**src/fetch_addr_pkg.sv**
```systemverilog
/*
 Constants and carrier types for the instruction address generator.
 Assumes a single 40 MHz core clock and a 16-bit program address space.
*/
// How it works
// RULE_01 - No branch: pointer advances by the byte count just fetched.
// RULE_02 - A taken branch loads its destination instead of the increment.
// RULE_03 - Relative target is next-instruction start plus the 8-bit offset.
// RULE_04 - Offset is two's complement, bit 7 sign, reach -128..+127.
// RULE_05 - Short jump and met conditional branches take the relative target.
// RULE_06 - Absolute call and jump copy the 16-bit immediate into the pointer.
// RULE_07 - Table call loads the entry at 40H..7FH picked by code bits 1-5.
// RULE_08 - Register jump loads the pointer from the accumulator pair.
// RULE_09 - After reset the pointer is loaded from bytes at 0000H and 0001H.
// RULE_10 - All pointer additions wrap modulo 2^16, carry discarded.
package fetch_addr_pkg;

   // ----------------------------------------
   // Address and field constants
   // ----------------------------------------
   localparam logic [15:0] VECTOR_LO_ADDR = 16'h0000;
   localparam logic [15:0] VECTOR_HI_ADDR = 16'h0001;
   localparam logic [15:0] TABLE_BASE     = 16'h0040;
   localparam int          SIGN_BIT       = 7;
   localparam int          IDX_LSB        = 1;
   localparam int          IDX_MSB        = 5;
   localparam logic [15:0] ZERO_ADDR      = 16'h0000;
   localparam logic [2:0]  LEN_ZERO       = 3'h0;

   // ----------------------------------------
   // Branch kinds
   // ----------------------------------------
   typedef enum logic [2:0] {
      JUMP_NONE,
      JUMP_REL,
      JUMP_REL_COND,
      JUMP_ABS,
      JUMP_TABLE,
      JUMP_REG
   } jump_op_t;

   // ----------------------------------------
   // Step request from the sequencer
   // ----------------------------------------
   typedef struct packed {
      logic       valid;
      logic [2:0] length;
      jump_op_t   op;
      logic       cond_met;
      logic [7:0] signed_hop_offset;
      logic [15:0] absolute_target_field;
      logic [7:0] opcode;
      logic [15:0] accumulator_pair;
   } step_req_t;

   // ----------------------------------------
   // Memory read port
   // ----------------------------------------
   typedef struct packed {
      logic        rd;
      logic [15:0] addr;
   } mem_req_t;

endpackage : fetch_addr_pkg

```
**src/fetch_pointer_gen.sv**
```systemverilog
/*
 Fetch pointer generation: sequential advance, branch targets and
 reset vector load. Assumes memory answers a read in the same cycle as
 mem_req.rd with the byte on mem_rdata.
*/
`timescale 1ns/1ps
`default_nettype none
module fetch_pointer_gen
   import fetch_addr_pkg::*;
(
   // Clock and reset
   input  wire logic        sys_clk,
   input  wire logic        rst,
   // Sequencer step
   input  wire step_req_t   step,
   // Program memory
   output var mem_req_t     mem_req,
   input  wire logic [7:0]  mem_rdata,
   // Status
   output logic [15:0]      fetch_pointer,
   output logic             ready,
   output logic             step_done
);

   // ----------------------------------------
   // State
   // ----------------------------------------
   typedef enum logic [2:0] {
      S_VEC_LO, S_VEC_LO_WAIT, S_VEC_HI_WAIT,
      S_RUN, S_TAB_LO_WAIT, S_TAB_HI_WAIT
   } state_t;

   state_t      state_reg, state_next;
   logic [15:0] fp_reg, fp_next;
   logic [7:0]  lo_reg, lo_next;
   mem_req_t    mreq_reg, mreq_next;
   logic        ready_reg, ready_next;
   logic        done_reg, done_next;

   // ----------------------------------------
   // Target arithmetic
   // ----------------------------------------
   logic [15:0] seq_addr;
   logic [15:0] hop_ext;
   logic [15:0] rel_addr;
   logic [15:0] len_ext;
   logic [15:0] tab_addr;
   logic [15:0] tab_off;
   logic        rel_take;
   logic        abs_take;
   logic        reg_take;
   logic        tab_take;
   logic        go;

   assign len_ext = {13'h0000, step.length};
   assign hop_ext = {{8{step.signed_hop_offset[SIGN_BIT]}},
                     step.signed_hop_offset};  // see RULE_04
   assign tab_off = {10'h000, step.opcode[IDX_MSB:IDX_LSB], 1'b0};

   fetch_sum u_seq (  // see RULE_01
      .base  (fp_reg),
      .delta (len_ext),
      .sum   (seq_addr)
   );
   fetch_sum u_rel (  // see RULE_03
      .base  (seq_addr),
      .delta (hop_ext),
      .sum   (rel_addr)
   );
   fetch_sum u_tab (  // see RULE_07
      .base  (TABLE_BASE),
      .delta (tab_off),
      .sum   (tab_addr)
   );

   assign go       = ready_reg & step.valid;
   assign rel_take = (step.op == JUMP_REL) |  // see RULE_05
                     ((step.op == JUMP_REL_COND) & step.cond_met);
   assign abs_take = step.op == JUMP_ABS;
   assign reg_take = step.op == JUMP_REG;
   assign tab_take = step.op == JUMP_TABLE;

   // ----------------------------------------
   // Next state
   // ----------------------------------------
   always_comb begin
      state_next = state_reg;
      fp_next    = fp_reg;
      lo_next    = lo_reg;
      mreq_next  = '{rd: 1'b0, addr: ZERO_ADDR};
      ready_next = ready_reg;
      done_next  = 1'b0;
      unique case (state_reg)
         S_VEC_LO: begin
            mreq_next  = '{rd: 1'b1, addr: VECTOR_LO_ADDR};  // see RULE_09
            state_next = S_VEC_LO_WAIT;
         end
         S_VEC_LO_WAIT: begin
            lo_next    = mem_rdata;
            mreq_next  = '{rd: 1'b1, addr: VECTOR_HI_ADDR};  // see RULE_09
            state_next = S_VEC_HI_WAIT;
         end
         S_VEC_HI_WAIT: begin
            fp_next    = {mem_rdata, lo_reg};  // see RULE_09
            ready_next = 1'b1;
            state_next = S_RUN;
         end
         S_RUN: begin
            if (go) begin
               done_next = 1'b1;
               if (rel_take) begin
                  fp_next = rel_addr;  // see RULE_02
               end else if (abs_take) begin
                  fp_next = step.absolute_target_field;  // see RULE_06
               end else if (reg_take) begin
                  fp_next = step.accumulator_pair;  // see RULE_08
               end else if (tab_take) begin
                  done_next  = 1'b0;
                  ready_next = 1'b0;
                  mreq_next  = '{rd: 1'b1, addr: tab_addr};
                  state_next = S_TAB_LO_WAIT;
               end else begin
                  fp_next = seq_addr;  // see RULE_01
               end
            end
         end
         S_TAB_LO_WAIT: begin
            lo_next    = mem_rdata;
            mreq_next  = '{rd: 1'b1, addr: mreq_reg.addr + 16'h0001};
            state_next = S_TAB_HI_WAIT;
         end
         S_TAB_HI_WAIT: begin
            fp_next    = {mem_rdata, lo_reg};  // see RULE_07
            ready_next = 1'b1;
            done_next  = 1'b1;
            state_next = S_RUN;
         end
         default: begin
            state_next = S_VEC_LO;
         end
      endcase
   end

   // ----------------------------------------
   // Registers
   // ----------------------------------------
   always_ff @(posedge sys_clk or posedge rst) begin
      if (rst) begin
         state_reg <= S_VEC_LO;
         fp_reg    <= ZERO_ADDR;
         lo_reg    <= 8'h00;
         mreq_reg  <= '{rd: 1'b0, addr: ZERO_ADDR};
         ready_reg <= 1'b0;
         done_reg  <= 1'b0;
      end else begin
         state_reg <= state_next;
         fp_reg    <= fp_next;
         lo_reg    <= lo_next;
         mreq_reg  <= mreq_next;
         ready_reg <= ready_next;
         done_reg  <= done_next;
      end
   end

   assign fetch_pointer = fp_reg;
   assign mem_req       = mreq_reg;
   assign ready         = ready_reg;
   assign step_done     = done_reg;

endmodule : fetch_pointer_gen
`default_nettype wire

```
**src/fetch_sum.sv**
```systemverilog
/*
 Wrapping 16-bit adder used for pointer arithmetic.
 Assumes purely combinational use by the pointer logic.
*/
`timescale 1ns/1ps
`default_nettype none
module fetch_sum
   import fetch_addr_pkg::*;
(
   // Operands
   input  wire logic [15:0] base,
   input  wire logic [15:0] delta,
   // Result
   output logic      [15:0] sum
);
   logic [16:0] full;
   assign full = {1'b0, base} + {1'b0, delta};
   assign sum  = full[15:0];  // see RULE_10
endmodule : fetch_sum
`default_nettype wire

```
**config.mk**
```make
export PLATFORM = sky130hd
export DESIGN_NAME = fetch_pointer_gen
export DESIGN_NICKNAME = d
export VERILOG_FILES = /design/src/fetch_addr_pkg.sv /design/src/fetch_pointer_gen.sv /design/src/fetch_sum.sv
export SDC_FILE = /design/constraint.sdc
export NUM_CORES = 1
export LEC_CHECK = 0
export BUFFER_PORTS_ARGS = -buffer_cell sky130_fd_sc_hd__buf_4
export CAP_MARGIN = 30
export CORE_AREA = 2 2 122 124
export CTS_BUF_LIST = sky130_fd_sc_hd__clkbuf_8
export DETAILED_ROUTE_END_ITERATION = 12
export DIE_AREA = 0 0 124 126
export GPL_TIMING_DRIVEN = 0
export PLACE_DENSITY = 0.54
export REMOVE_ABC_BUFFERS = 1
export SLEW_MARGIN = 10
export SYNTH_ARGS = -nofsm -noshare
export SYNTH_HDL_FRONTEND = slang
export SYNTH_SLANG_ARGS = --single-unit
```
**constraint.sdc**
```tcl
create_clock -name sys_clk -period 4.1 [get_ports sys_clk]
set_input_delay 0.82 -clock sys_clk [delete_from_list [all_inputs] [get_ports sys_clk]]
set_output_delay 0.82 -clock sys_clk [all_outputs]
set_load 0.01 [all_outputs]
```
==> run_results.csv, run 1 <==
group,metric,value,unit
finish,diodes,0,
clocking,cts_root_buffer,"clkbuf_8",
die,dieArea,15600,sq um
logic_synthesis,synth_seq_cells,46,
clocking,path_clk_slew,100,ps
global_route,track_usage,15.6,%
sta,finalCritPeriodShare,93.3,%
logic_synthesis,synthArstFlopShare,100,%
clocking,clock_latency,310,ps
finish,largest_reg_flops,17,
drt,vias,3764,
placement,gp_congestion,0.847,
power_and_ir_drop,p_per_area,636,nW/um^2
global_route,grt_pass1_wl,19100,um
clocking,htreeDepth,2,
logic_synthesis,synth_edf_count,0,
finish,seq_area,1150,sq um
hold_path,hold_path.class,"reg2reg",
sta,hold_viol_final,0,
finish,final_area,4800,sq um
logic_synthesis,synth_top_cell_by_area,"dfrtp_1",
placement,dpl-instance-area,4680,sq um
clocking,cts_tree,"done",
sta,max_freq,262,MHz
power_and_ir_drop,p_leak,2.10,nW
logic_synthesis,synth_area_leaders,"dfrtp_1, ha_1, o21ai_0, nand2_1, xnor2_1",
logic_synthesis,ys_types,63,
finish,nNetsFinal,624,
power_and_ir_drop,p_total,3.06,mW
drt,drt_first_iter_violations,235,
drt,antenna_left,0,
worst_setup_path,r2r_cells,13,
global_route,grt_pass1_vias,3610,
sta,clock_skew,10.6,ps
run,maxCapViolations,0,
worst_setup_path,crit_chain,"buf_4 -> ha_1 -> fa_1 -> a21oi_2 -> nor2_1 -> xnor2_1 -> inv_1 -> ha_1 -> a21o_1 -> or3_1 -> o21ai_1 -> o21ai_0 -> xor2_1 -> a211oi_2",
sta,fin_crit,3820,ps
worst_setup_path,cp_common_cell,"ha_1",
die,row_count,44,
logic_synthesis,ys_warn_count,0,
power_and_ir_drop,vdd_drop_max,0.205,mV
clocking,cts_buffers,5,
outcome,status,"finished, final reports clean",
drt,drtPass1Iterations,5,
clocking,clockBufferDepth,2,
hold_path,hold_depth,1,
global_route,overflow,0,
finish,drive_gt1_share,24.2,%
finish,mostFrequentLayoutCell,"buf_4",
finish,area_delta_synth_final,27.2,%
finish,nFillCells,1517,
worst_setup_path,path_class,"in2reg",
logic_synthesis,synth_top_flop_cell,"dfrtp_1",
worst_setup_path,cp_max_fo,4,
global_route,antenna_found_initial,0,
worst_setup_path,critPathArrivalTime,4050,ps
logic_synthesis,synth.top_cell.area_share,30.5,%
worst_setup_path,cpMaxStageDelayCell,"fa_1",
die,start_util,26.4,%
sta,relSlewSlack,34.4,%
die,die_h,126,um
sta,tightest_slew,977,ps
placement,numPortBuffers,97,
drt,wire_per_inst,17.0,um
finish,layout.cells.most_common_list,"buf_4, nand2_1, dfrtp_1",
sta,rsz0062_at_grt,"false",
drt,routed_wl,12300,um
placement,place_hpwl,9590,um
drt,drc,0,
worst_setup_path,critical_path.max_stage_delay,420,ps
drt,vias_per_cell,5.22,
worst_setup_path,start_kind,"input port",
die,fp.dieW,124,um
sta,maxSlewViolCount,0,
finish,multi_input_area,2510,sq um
logic_synthesis,yosysSeqAreaShare,30.5,%
clocking,cts.sinks,46,
logic_synthesis,syn_inst,449,
logic_synthesis,syn_area,3780,sq um
die,core-area,14300,sq um
logic_synthesis,avgSynthCellArea,8.41,sq um
global_route,grt_max_degree,25,
sta,finalSetupViolCount,0,
die,ios,101,
worst_setup_path,endpoint_kind,"flip-flop",
worst_setup_path,critPathRequiredTime,4330,ps
## per-stage QoR
step	util, %	std cells	setup slack, ps	hold slack (ps)	TNS [ps]
final	33.5	721	276	517	0
after global routing	33.5	721	102	540	0
after CTS	33.5	721	237	520	0
after detailed placement	32.7	713	-70.4	495	-229
after global placement	32.5	710	-44.4	488	-69.1
after floorplan	-	429	513	470	0
## metal layers
layer	global-route usage (%)	vias up	share of wire [%]
met5	0	-	0
met4	2.91	0	1.3
met3	2.99	12	6.1
met2	23.8	129	46
met1	23.1	1793	47
li1	-	1830	-
## cells in the mapped netlist (all sizes together), types with 6 or more instances
library cell and instances:
buf 7, inv 9, xor2 18, clkbuf 13, dfrtp 46, nand2b 6, xnor2 19, o22ai 14
nand2 48, o21ai 39, nand3b 7, mux2 8, and3 11, ha 20, nor3 7, nor2 38
a21oi 32, nand3 16, a211oi 14
## where the power goes
| group | internal (mW) | switching (mW) | total (mW) |
|---|---|---|---|
| Sequential | 0.602 | 0.220 | 0.822 |
| Clock | 0.186 | 0.175 | 0.362 |
| Combinational | 0.849 | 1.02 | 1.87 |
| Total | 1.64 | 1.42 | 3.06 |
## cell families after synthesis
family          after synthesis  synth area share [%]
compound gates              143                  24.5
xor+xnor                     38                  9.21
fa+ha+maj                    22                  7.69
buf+inv                      29                  3.15
flops                        46                  30.5
mux                          11                  3.18
simple gates                160                  21.8
## final cells by class
cell class	count	share of cell area (%)
sequential	46	24.0
clock inverter	3	0.990
clock buffer	5	1.43
timing repair buffer	100	15.8
multi-input combinational	374	52.3
inverter	9	0.703
tap	184	4.79
## critical path, delay by kind of cell
| family | cells | cell delay (ps) |
|---|---|---|
| buf+inv | 2 | 190 |
| xor+xnor | 2 | 450 |
| simple gates | 2 | 410 |
| fa+ha+maj | 3 | 980 |
| compound gates | 5 | 1200 |
## what timing repair did
item	4_1_cts	5_1_grt
endpoints found under the setup margin	0	2
setup buffers	0	0
resized for setup	0	1
hold buffers	0	0
## worst paths after layout
check	from	end	slack, ps
min	lo_reg[1]$_DFFE_PP0P_	lo_reg[1]$_DFFE_PP0P_	520
max	step[52]	fetch_pointer[15]$_DFFE_PP0P_	280
max in group asynchronous	rst	lo_reg[7]$_DFFE_PP0P_	3030
min reg2reg	lo_reg[1]$_DFFE_PP0P_	lo_reg[1]$_DFFE_PP0P_	520
max reg2reg	fetch_pointer[0]$_DFFE_PP0P_	fetch_pointer[15]$_DFFE_PP0P_	480
min in group asynchronous	rst	mem_req[15]$_DFF_PP0_	560
No activity file was read; power rests on OpenSTA's default activity.
==> run 2, diff against run 1 <==
--- a/config.mk
+++ b/config.mk
@@ -5,12 +5,13 @@
 export SDC_FILE = /design/constraint.sdc
 export NUM_CORES = 1
 export LEC_CHECK = 0
+export ABC_AREA = 1
 export BUFFER_PORTS_ARGS = -buffer_cell sky130_fd_sc_hd__buf_4
 export CAP_MARGIN = 30
-export CORE_AREA = 2 2 122 124
+export CORE_AREA = 2 2 126 128
 export CTS_BUF_LIST = sky130_fd_sc_hd__clkbuf_8
 export DETAILED_ROUTE_END_ITERATION = 12
-export DIE_AREA = 0 0 124 126
+export DIE_AREA = 0 0 128 130
 export GPL_TIMING_DRIVEN = 0
 export PLACE_DENSITY = 0.54
 export REMOVE_ABC_BUFFERS = 1
==> run 2 against run 1 <==
Net effect:
- cell count increased by 27%
- sequential share of layout area decreased by 1.3 points
- critical path type unchanged
- via count grew 13%
- setup slack improved by 470 ps
- hold slack got worse by 13 ps
- highest routed layer unchanged
- core utilization decreased by 0.61 points
- sequential cell count stayed put
- critical endpoint is now fetch_pointer[11]$_DFFE_PP0P_
- critical path depth is 4 higher
- maximum frequency is 14% higher
==> run_results.csv, run 2 <==
group,metric,value,unit
die,dieArea,16600,sq um
logic_synthesis,ys_warn_count,0,
sta,hold_viol_final,0,
logic_synthesis,synth.top_cell.area_share,28.4,%
die,die_h,130,um
clocking,post-cts-setup-buffers,0,
drt,wire_per_inst,13.6,um
logic_synthesis,yosys-top-cells-count,"nand2_1, inv_1, nor2_1, nand3_1, dfrtp_1",
sta,clock_skew,12.7,ps
logic_synthesis,ys_types,41,
die,start_util,26.3,%
global_route,overflow,0,
global_route,grt_max_degree,28,
logic_synthesis,syn_inst,630,
logic_synthesis,synth_fa_ha_area_share,7.16,%
drt,vias,4237,
finish,nNetsFinal,811,
drt,drt_first_iter_violations,226,
clocking,cts_root_buffer,"clkbuf_8",
sta,fin_ws,750,ps
logic_synthesis,yosysMostFrequentCell,"nand2_1",
placement,numPortBuffers,97,
clocking,cts.sinks,46,
die,fp.dieW,128,um
drt,drc,0,
global_route,grt_pass1_vias,4035,
worst_setup_path,start_kind,"input port",
global_route,grt_pass1_wl,20300,um
power_and_ir_drop,p_leak,2.66,nW
clocking,postCtsHoldBufs,0,
sta,finalSetupViolCount,0,
sta,tightest_slew,791,ps
logic_synthesis,synth_top_flop_cell,"dfrtp_1",
clocking,cts_resized,0,
logic_synthesis,synth_compound_area_share,14.3,%
clocking,cts_buffers,5,
worst_setup_path,critPathRequiredTime,4300,ps
logic_synthesis,synth_top_cell_by_area,"dfrtp_1",
logic_synthesis,synthMuxAreaShare,1.11,%
finish,mostFrequentLayoutCell,"nand2_1",
logic_synthesis,synth_area_leaders,"dfrtp_1, nand2_1, inv_1, nand3_1, ha_1",
sta,hold_ws,504,ps
clocking,path_clk_slew,90,ps
sta,rsz0062_at_grt,"false",
drt,vias_per_cell,4.63,
worst_setup_path,path_class,"in2reg",
logic_synthesis,synth_edf_count,0,
placement,gp_congestion,0.888,
die,ios,101,
sta,setup_tns,0,ps
logic_synthesis,synth-xor-area-share,1.73,%
worst_setup_path,endpoint_kind,"flip-flop",
global_route,antenna_found_initial,0,
clocking,cts_tree,"done",
finish,diodes,0,
placement,preCtsSetupSlack,432,ps
logic_synthesis,synthArstFlopShare,100,%
placement,place_hpwl,9940,um
drt,antenna_left,0,
sta,relSlewSlack,47.1,%
logic_synthesis,avgSynthCellArea,6.44,sq um
drt,routed_wl,12400,um
logic_synthesis,syn_area,4060,sq um
drt,drtPass1Iterations,5,
finish,layout.cells.most_common_list,"nand2_1, buf_4, inv_1",
logic_synthesis,yosysSeqAreaShare,28.4,%
worst_setup_path,critPathArrivalTime,3550,ps
global_route,track_usage,15.4,%
logic_synthesis,synth_seq_cells,46,
power_and_ir_drop,vdd_drop_max,0.155,mV
sta,max_freq,299,MHz
finish,area_delta_synth_final,25.3,%
finish,drive_gt1_share,18.8,%
clocking,clockBufferDepth,2,
power_and_ir_drop,p_per_area,615,nW/um^2
run,maxCapViolations,0,
logic_synthesis,synth-simple-area-share,37.7,%
finish,largest_reg_flops,17,
worst_setup_path,cp_max_fo,4,
logic_synthesis,synth_top_family_by_area,"simple AND/OR/NAND/NOR gates",
sta,fin_crit,3350,ps
clocking,clock_latency,300,ps
clocking,htreeDepth,2,
sta,maxSlewViolCount,0,
outcome,status,"finished, final reports clean",
die,core-area,15400,sq um
sta,finalCritPeriodShare,81.7,%
hold_path,hold_path.class,"reg2reg",
die,row_count,46,
## run 2: logic make-up (layout without fill, tap and decap cells)
kind of cell             count (synthesis)  after routing
buffers and inverters                   97            191
flip-flops                              46             46
adder cells (fa/ha/maj)                 22             22
XOR/XNOR                                 8              8
AO/OA/AOI/OAI                          100            100
AND/OR/NAND/NOR                        353            353
multiplexers                             4              4
## run 2: metrics by stage
stage / std cells / instance area, sq um / power (mW) / util [%]
after floorplan: 617 / 3980 / 2.19 / -
after CTS: 915 / 5070 / 3.15 / 32.8
after global routing: 916 / 5080 / 3.49 / 32.9
after detailed placement: 907 / 4980 / 2.85 / 32.3
after global placement: 906 / 4950 / 2.84 / 32.1
final: 916 / 5080 / 3.12 / 32.9
## run 2: final cells by class
class | instances | area (sq um)
Clock inverter | 3 | 17.5
Inverter | 84 | 315
Tap cell | 192 | 240
Clock buffer | 5 | 68.8
Multi-Input combinational cell | 487 | 2520
Fill cell | 1693 | 10300
Timing Repair Buffer | 99 | 771
Sequential cell | 46 | 1150
## run 2: routing by layer
layer  wire length, um  GRT usage, %  part of all wire, %  vias up
met3               601          2.62                  4.8       11
met1              5830          20.0                   47     1903
met5                 0             0                    0        -
li1                  -             -                    -     2229
met2              5830          26.6                   47       94
met4               182          4.01                  1.5        0
## run 2: where the power goes
part	internal, mW	total [mW]	switching [mW]	leakage [nW]
Combinational	0.797	2.07	1.27	2.04
Sequential	0.606	0.773	0.168	0.577
Clock	0.118	0.282	0.164	0.0493
Total	1.52	3.12	1.60	2.66
## run 2: worst max-delay path: stages
cell and delay [ps]:
buf_4 110, ha_1 230, fa_1 410, nand2_1 120, nand2_1 100, nand3_1 170
xnor2_1 200, ha_1 330, nand2_1 140, inv_1 50, a21oi_1 180, nand2_1 140
nand3_1 110, nand3b_1 80, nand3_1 110, nand3_1 110, nand2_1 90, nand2_1 50
## run 2: path summary, 6_finish.rpt
check	from	end	slack, ps	depth (start not counted)
max	step[52]	fetch_pointer[11]$_DFFE_PP0P_	750	18
min	lo_reg[4]$_DFFE_PP0P_	lo_reg[4]$_DFFE_PP0P_	500	1
max reg2reg	fetch_pointer[0]$_DFFE_PP0P_	fetch_pointer[11]$_DFFE_PP0P_	960	17
min reg2reg	lo_reg[4]$_DFFE_PP0P_	lo_reg[4]$_DFFE_PP0P_	500	1
max in group asynchronous	rst	mem_req[10]$_DFF_PP0_	2960	3
min in group asynchronous	rst	fetch_pointer[15]$_DFFE_PP0P_	600	2
==> run 3, diff against run 2 <==
==> constraint.sdc (replaced) <==
create_clock -name sys_clk -period 3.45 [get_ports sys_clk]
set_input_delay 0.69 -clock sys_clk [delete_from_list [all_inputs] [get_ports sys_clk]]
set_output_delay 0.69 -clock sys_clk [all_outputs]
set_load 0.01 [all_outputs]
==> run 3 against run 2 <==
Net effect:
- register-to-register slack worse by 610 ps
- global-route usage unchanged
- sequential cell count unchanged
- clock power rose by 18%
- sequential share of layout area is essentially flat
- setup slack worse by 480 ps
- design area about the same
- sequential power up 19%
- clock skew about the same
==> run_results.csv, run 3 (synthesis results as in run 2) <==
group,metric,value,unit
die,core-area,15400,sq um
worst_setup_path,critical-path-top-delay-family,"simple AND/OR/NAND/NOR gates",
global_route,grt_pass1_wl,20300,um
clocking,cts_buffers,5,
power_and_ir_drop,p_int,1.81,mW
clocking,cts.sinks,46,
clocking,clock_latency,300,ps
sta,hold_viol_final,0,
clocking,path_clk_slew,90,ps
sta,relSlewSlack,47.2,%
global_route,antenna_found_initial,0,
finish,layout.cells.most_common_list,"nand2_1, buf_4, inv_1",
worst_setup_path,r2r_setup_slack,350,ps
clocking,cts_root_buffer,"clkbuf_8",
sta,finalCritPeriodShare,92.2,%
clocking,htreeDepth,2,
global_route,overflow,0,
drt,drtPass1Iterations,4,
worst_setup_path,endpoint_kind,"flip-flop",
global_route,grt_util_met2,26.6,%
power_and_ir_drop,switching_share,51.3,%
power_and_ir_drop,p_per_area,730,nW/um^2
worst_setup_path,path_depth,19,
drt,wire_per_inst,13.5,um
die,row_count,46,
finish,drive_gt1_share,18.9,%
drt,antenna_left,0,
finish,diodes,0,
worst_setup_path,critPathRequiredTime,3650,ps
global_route,grt_max_degree,28,
worst_setup_path,r2r-end,"fetch_pointer[14]$_DFFE_PP0P_",
sta,rsz0062_at_grt,"false",
run,maxCapViolations,0,
sta,tightest_slew,789,ps
finish,nNetsFinal,811,
die,ios,101,
placement,numPortBuffers,97,
global_route,track_usage,15.4,%
worst_setup_path,path_class,"in2reg",
die,die_h,130,um
power_and_ir_drop,switchingPower,1.91,mW
global_route,use_met3,2.62,%
worst_setup_path,cp_common_cell,"nand2_1",
drt,vias,4226,
sta,clock_skew,12.9,ps
worst_setup_path,cp_max_fo,5,
power_and_ir_drop,vdd_drop_max,0.184,mV
worst_setup_path,timing.rr.start,"fetch_pointer[0]$_DFFE_PP0P_",
worst_setup_path,timing.critical_path.to,"fetch_pointer[14]$_DFFE_PP0P_",
drt,drc,0,
die,fp.dieW,128,um
sta,fin_ws,270,ps
worst_setup_path,startpoint,"step[52]",
outcome,status,"finished, final reports clean",
worst_setup_path,cpMaxStageDelayCell,"fa_1",
drt,drt_first_iter_violations,228,
power_and_ir_drop,clock_power_share,9.0,%
sta,maxSlewViolCount,0,
finish,largest_reg_flops,17,
drt,routed_wl,12400,um
worst_setup_path,critical_path.max_stage_delay,410,ps
placement,place_hpwl,9940,um
finish,area_delta_synth_final,25.4,%
power_and_ir_drop,seq_power_share,24.8,%
die,start_util,26.3,%
power_and_ir_drop,p_leak,2.66,nW
clocking,cts_tree,"done",
worst_setup_path,start_kind,"input port",
worst_setup_path,r2r_cells,18,
global_route,grt.busiest_layer,"met2",
die,dieArea,16600,sq um
worst_setup_path,critPathArrivalTime,3380,ps
sta,hold_ws,466,ps
sta,finalSetupViolCount,0,
global_route,grt_pass1_vias,4035,
sta,fin_crit,3180,ps
power_and_ir_drop,pwr-share-comb,66.2,%
placement,gp_congestion,0.888,
sta,max_freq,314,MHz
worst_setup_path,crit_chain,"buf_4 -> ha_1 -> fa_1 -> nand2_1 -> nand2_1 -> nand2_1 -> nand2_1 -> nand2_1 -> inv_1 -> ha_1 -> nand2_1 -> o21ai_1 -> nand3_1 -> nand2_1 -> nand2_1 -> nand3_1 -> nand3_1 -> nand2_1 -> nand2_1",
drt,vias_per_cell,4.61,
global_route,grtUsageMet1,20.0,%
placement,preCtsSetupSlack,-87.7,ps
clocking,clockBufferDepth,2,
hold_path,hold_path.class,"in2async",
finish,mostFrequentLayoutCell,"nand2_1",
worst_setup_path,path_buf_inv,2,
==> run 3: layout make-up <==
| cell class | instances | area, sq um |
|---|---|---|
| multi-input cells | 487 | 2520 |
| well taps | 192 | 240 |
| clock inverters | 3 | 17.5 |
| clock buffers | 5 | 68.8 |
| fillers | 1692 | 10300 |
| flip-flops and latches | 46 | 1150 |
| inverters | 84 | 315 |
| repair buffers | 99 | 771 |
==> run 3: worst min-delay path by stage <==
stage | slack [ps] | end
after floorplan | 470 | lo_reg[4]$_DFFE_PP0P_
after global placement | 490 | lo_reg[4]$_DFFE_PP0P_
after detailed placement | 490 | lo_reg[4]$_DFFE_PP0P_
after CTS | 480 | lo_reg[4]$_DFFE_PP0P_
after global routing | 510 | fetch_pointer[4]$_DFFE_PP0P_
final | 470 | fetch_pointer[15]$_DFFE_PP0P_
==> run 3: power groups by stage <==
stage / clock, mW / combinational, mW / sequential [mW]
after CTS: 0.353 / 2.47 / 0.921
after global placement: 0 / 2.45 / 0.930
after global routing: 0.373 / 2.83 / 0.950
after floorplan: 0 / 1.67 / 0.925
final: 0.334 / 2.46 / 0.921
after detailed placement: 0 / 2.46 / 0.932
==> run 3: timing repair <==
| item | CTS | global route |
|---|---|---|
| setup endpoints to repair | 0 | 2 |
| resized for setup | 0 | 1 |
| hold buffers | 0 | 0 |
| buffers inserted | 0 | 0 |
==> run 3: metal layers <==
| metal | vias up | share of wire (%) |
|---|---|---|
| li1 | 2234 | - |
| met2 | 92 | 47 |
| met5 | - | 0 |
| met3 | 13 | 4.7 |
| met4 | 0 | 1.5 |
| met1 | 1887 | 47 |
==> run 3: metrics by stage <==
step	power (mW)	area, sq um	setup TNS (ps)	instances	utilization (%)
after CTS	3.74	5070	0	915	32.8
after global placement	3.38	4950	-173	906	32.1
after floorplan	2.60	3980	0	617	-
after detailed placement	3.39	4980	-161	907	32.3
after global routing	4.15	5090	0	916	33.0
final	3.71	5090	0	916	33.0
==> run 3: worst reg2reg max path, stage by stage (launching register included) <==
cell	delay (ps)
dfrtp_1	410
ha_1	230
fa_1	410
nand2_1	120
nand2_1	110
nand2_1	70
nand2_1	50
nand2_1	100
inv_1	50
ha_1	340
nand2_1	100
o21ai_1	340
nand3_1	190
nand2_1	110
nand2_1	50
nand3_1	70
nand3_1	100
nand2_1	80
nand2_1	40
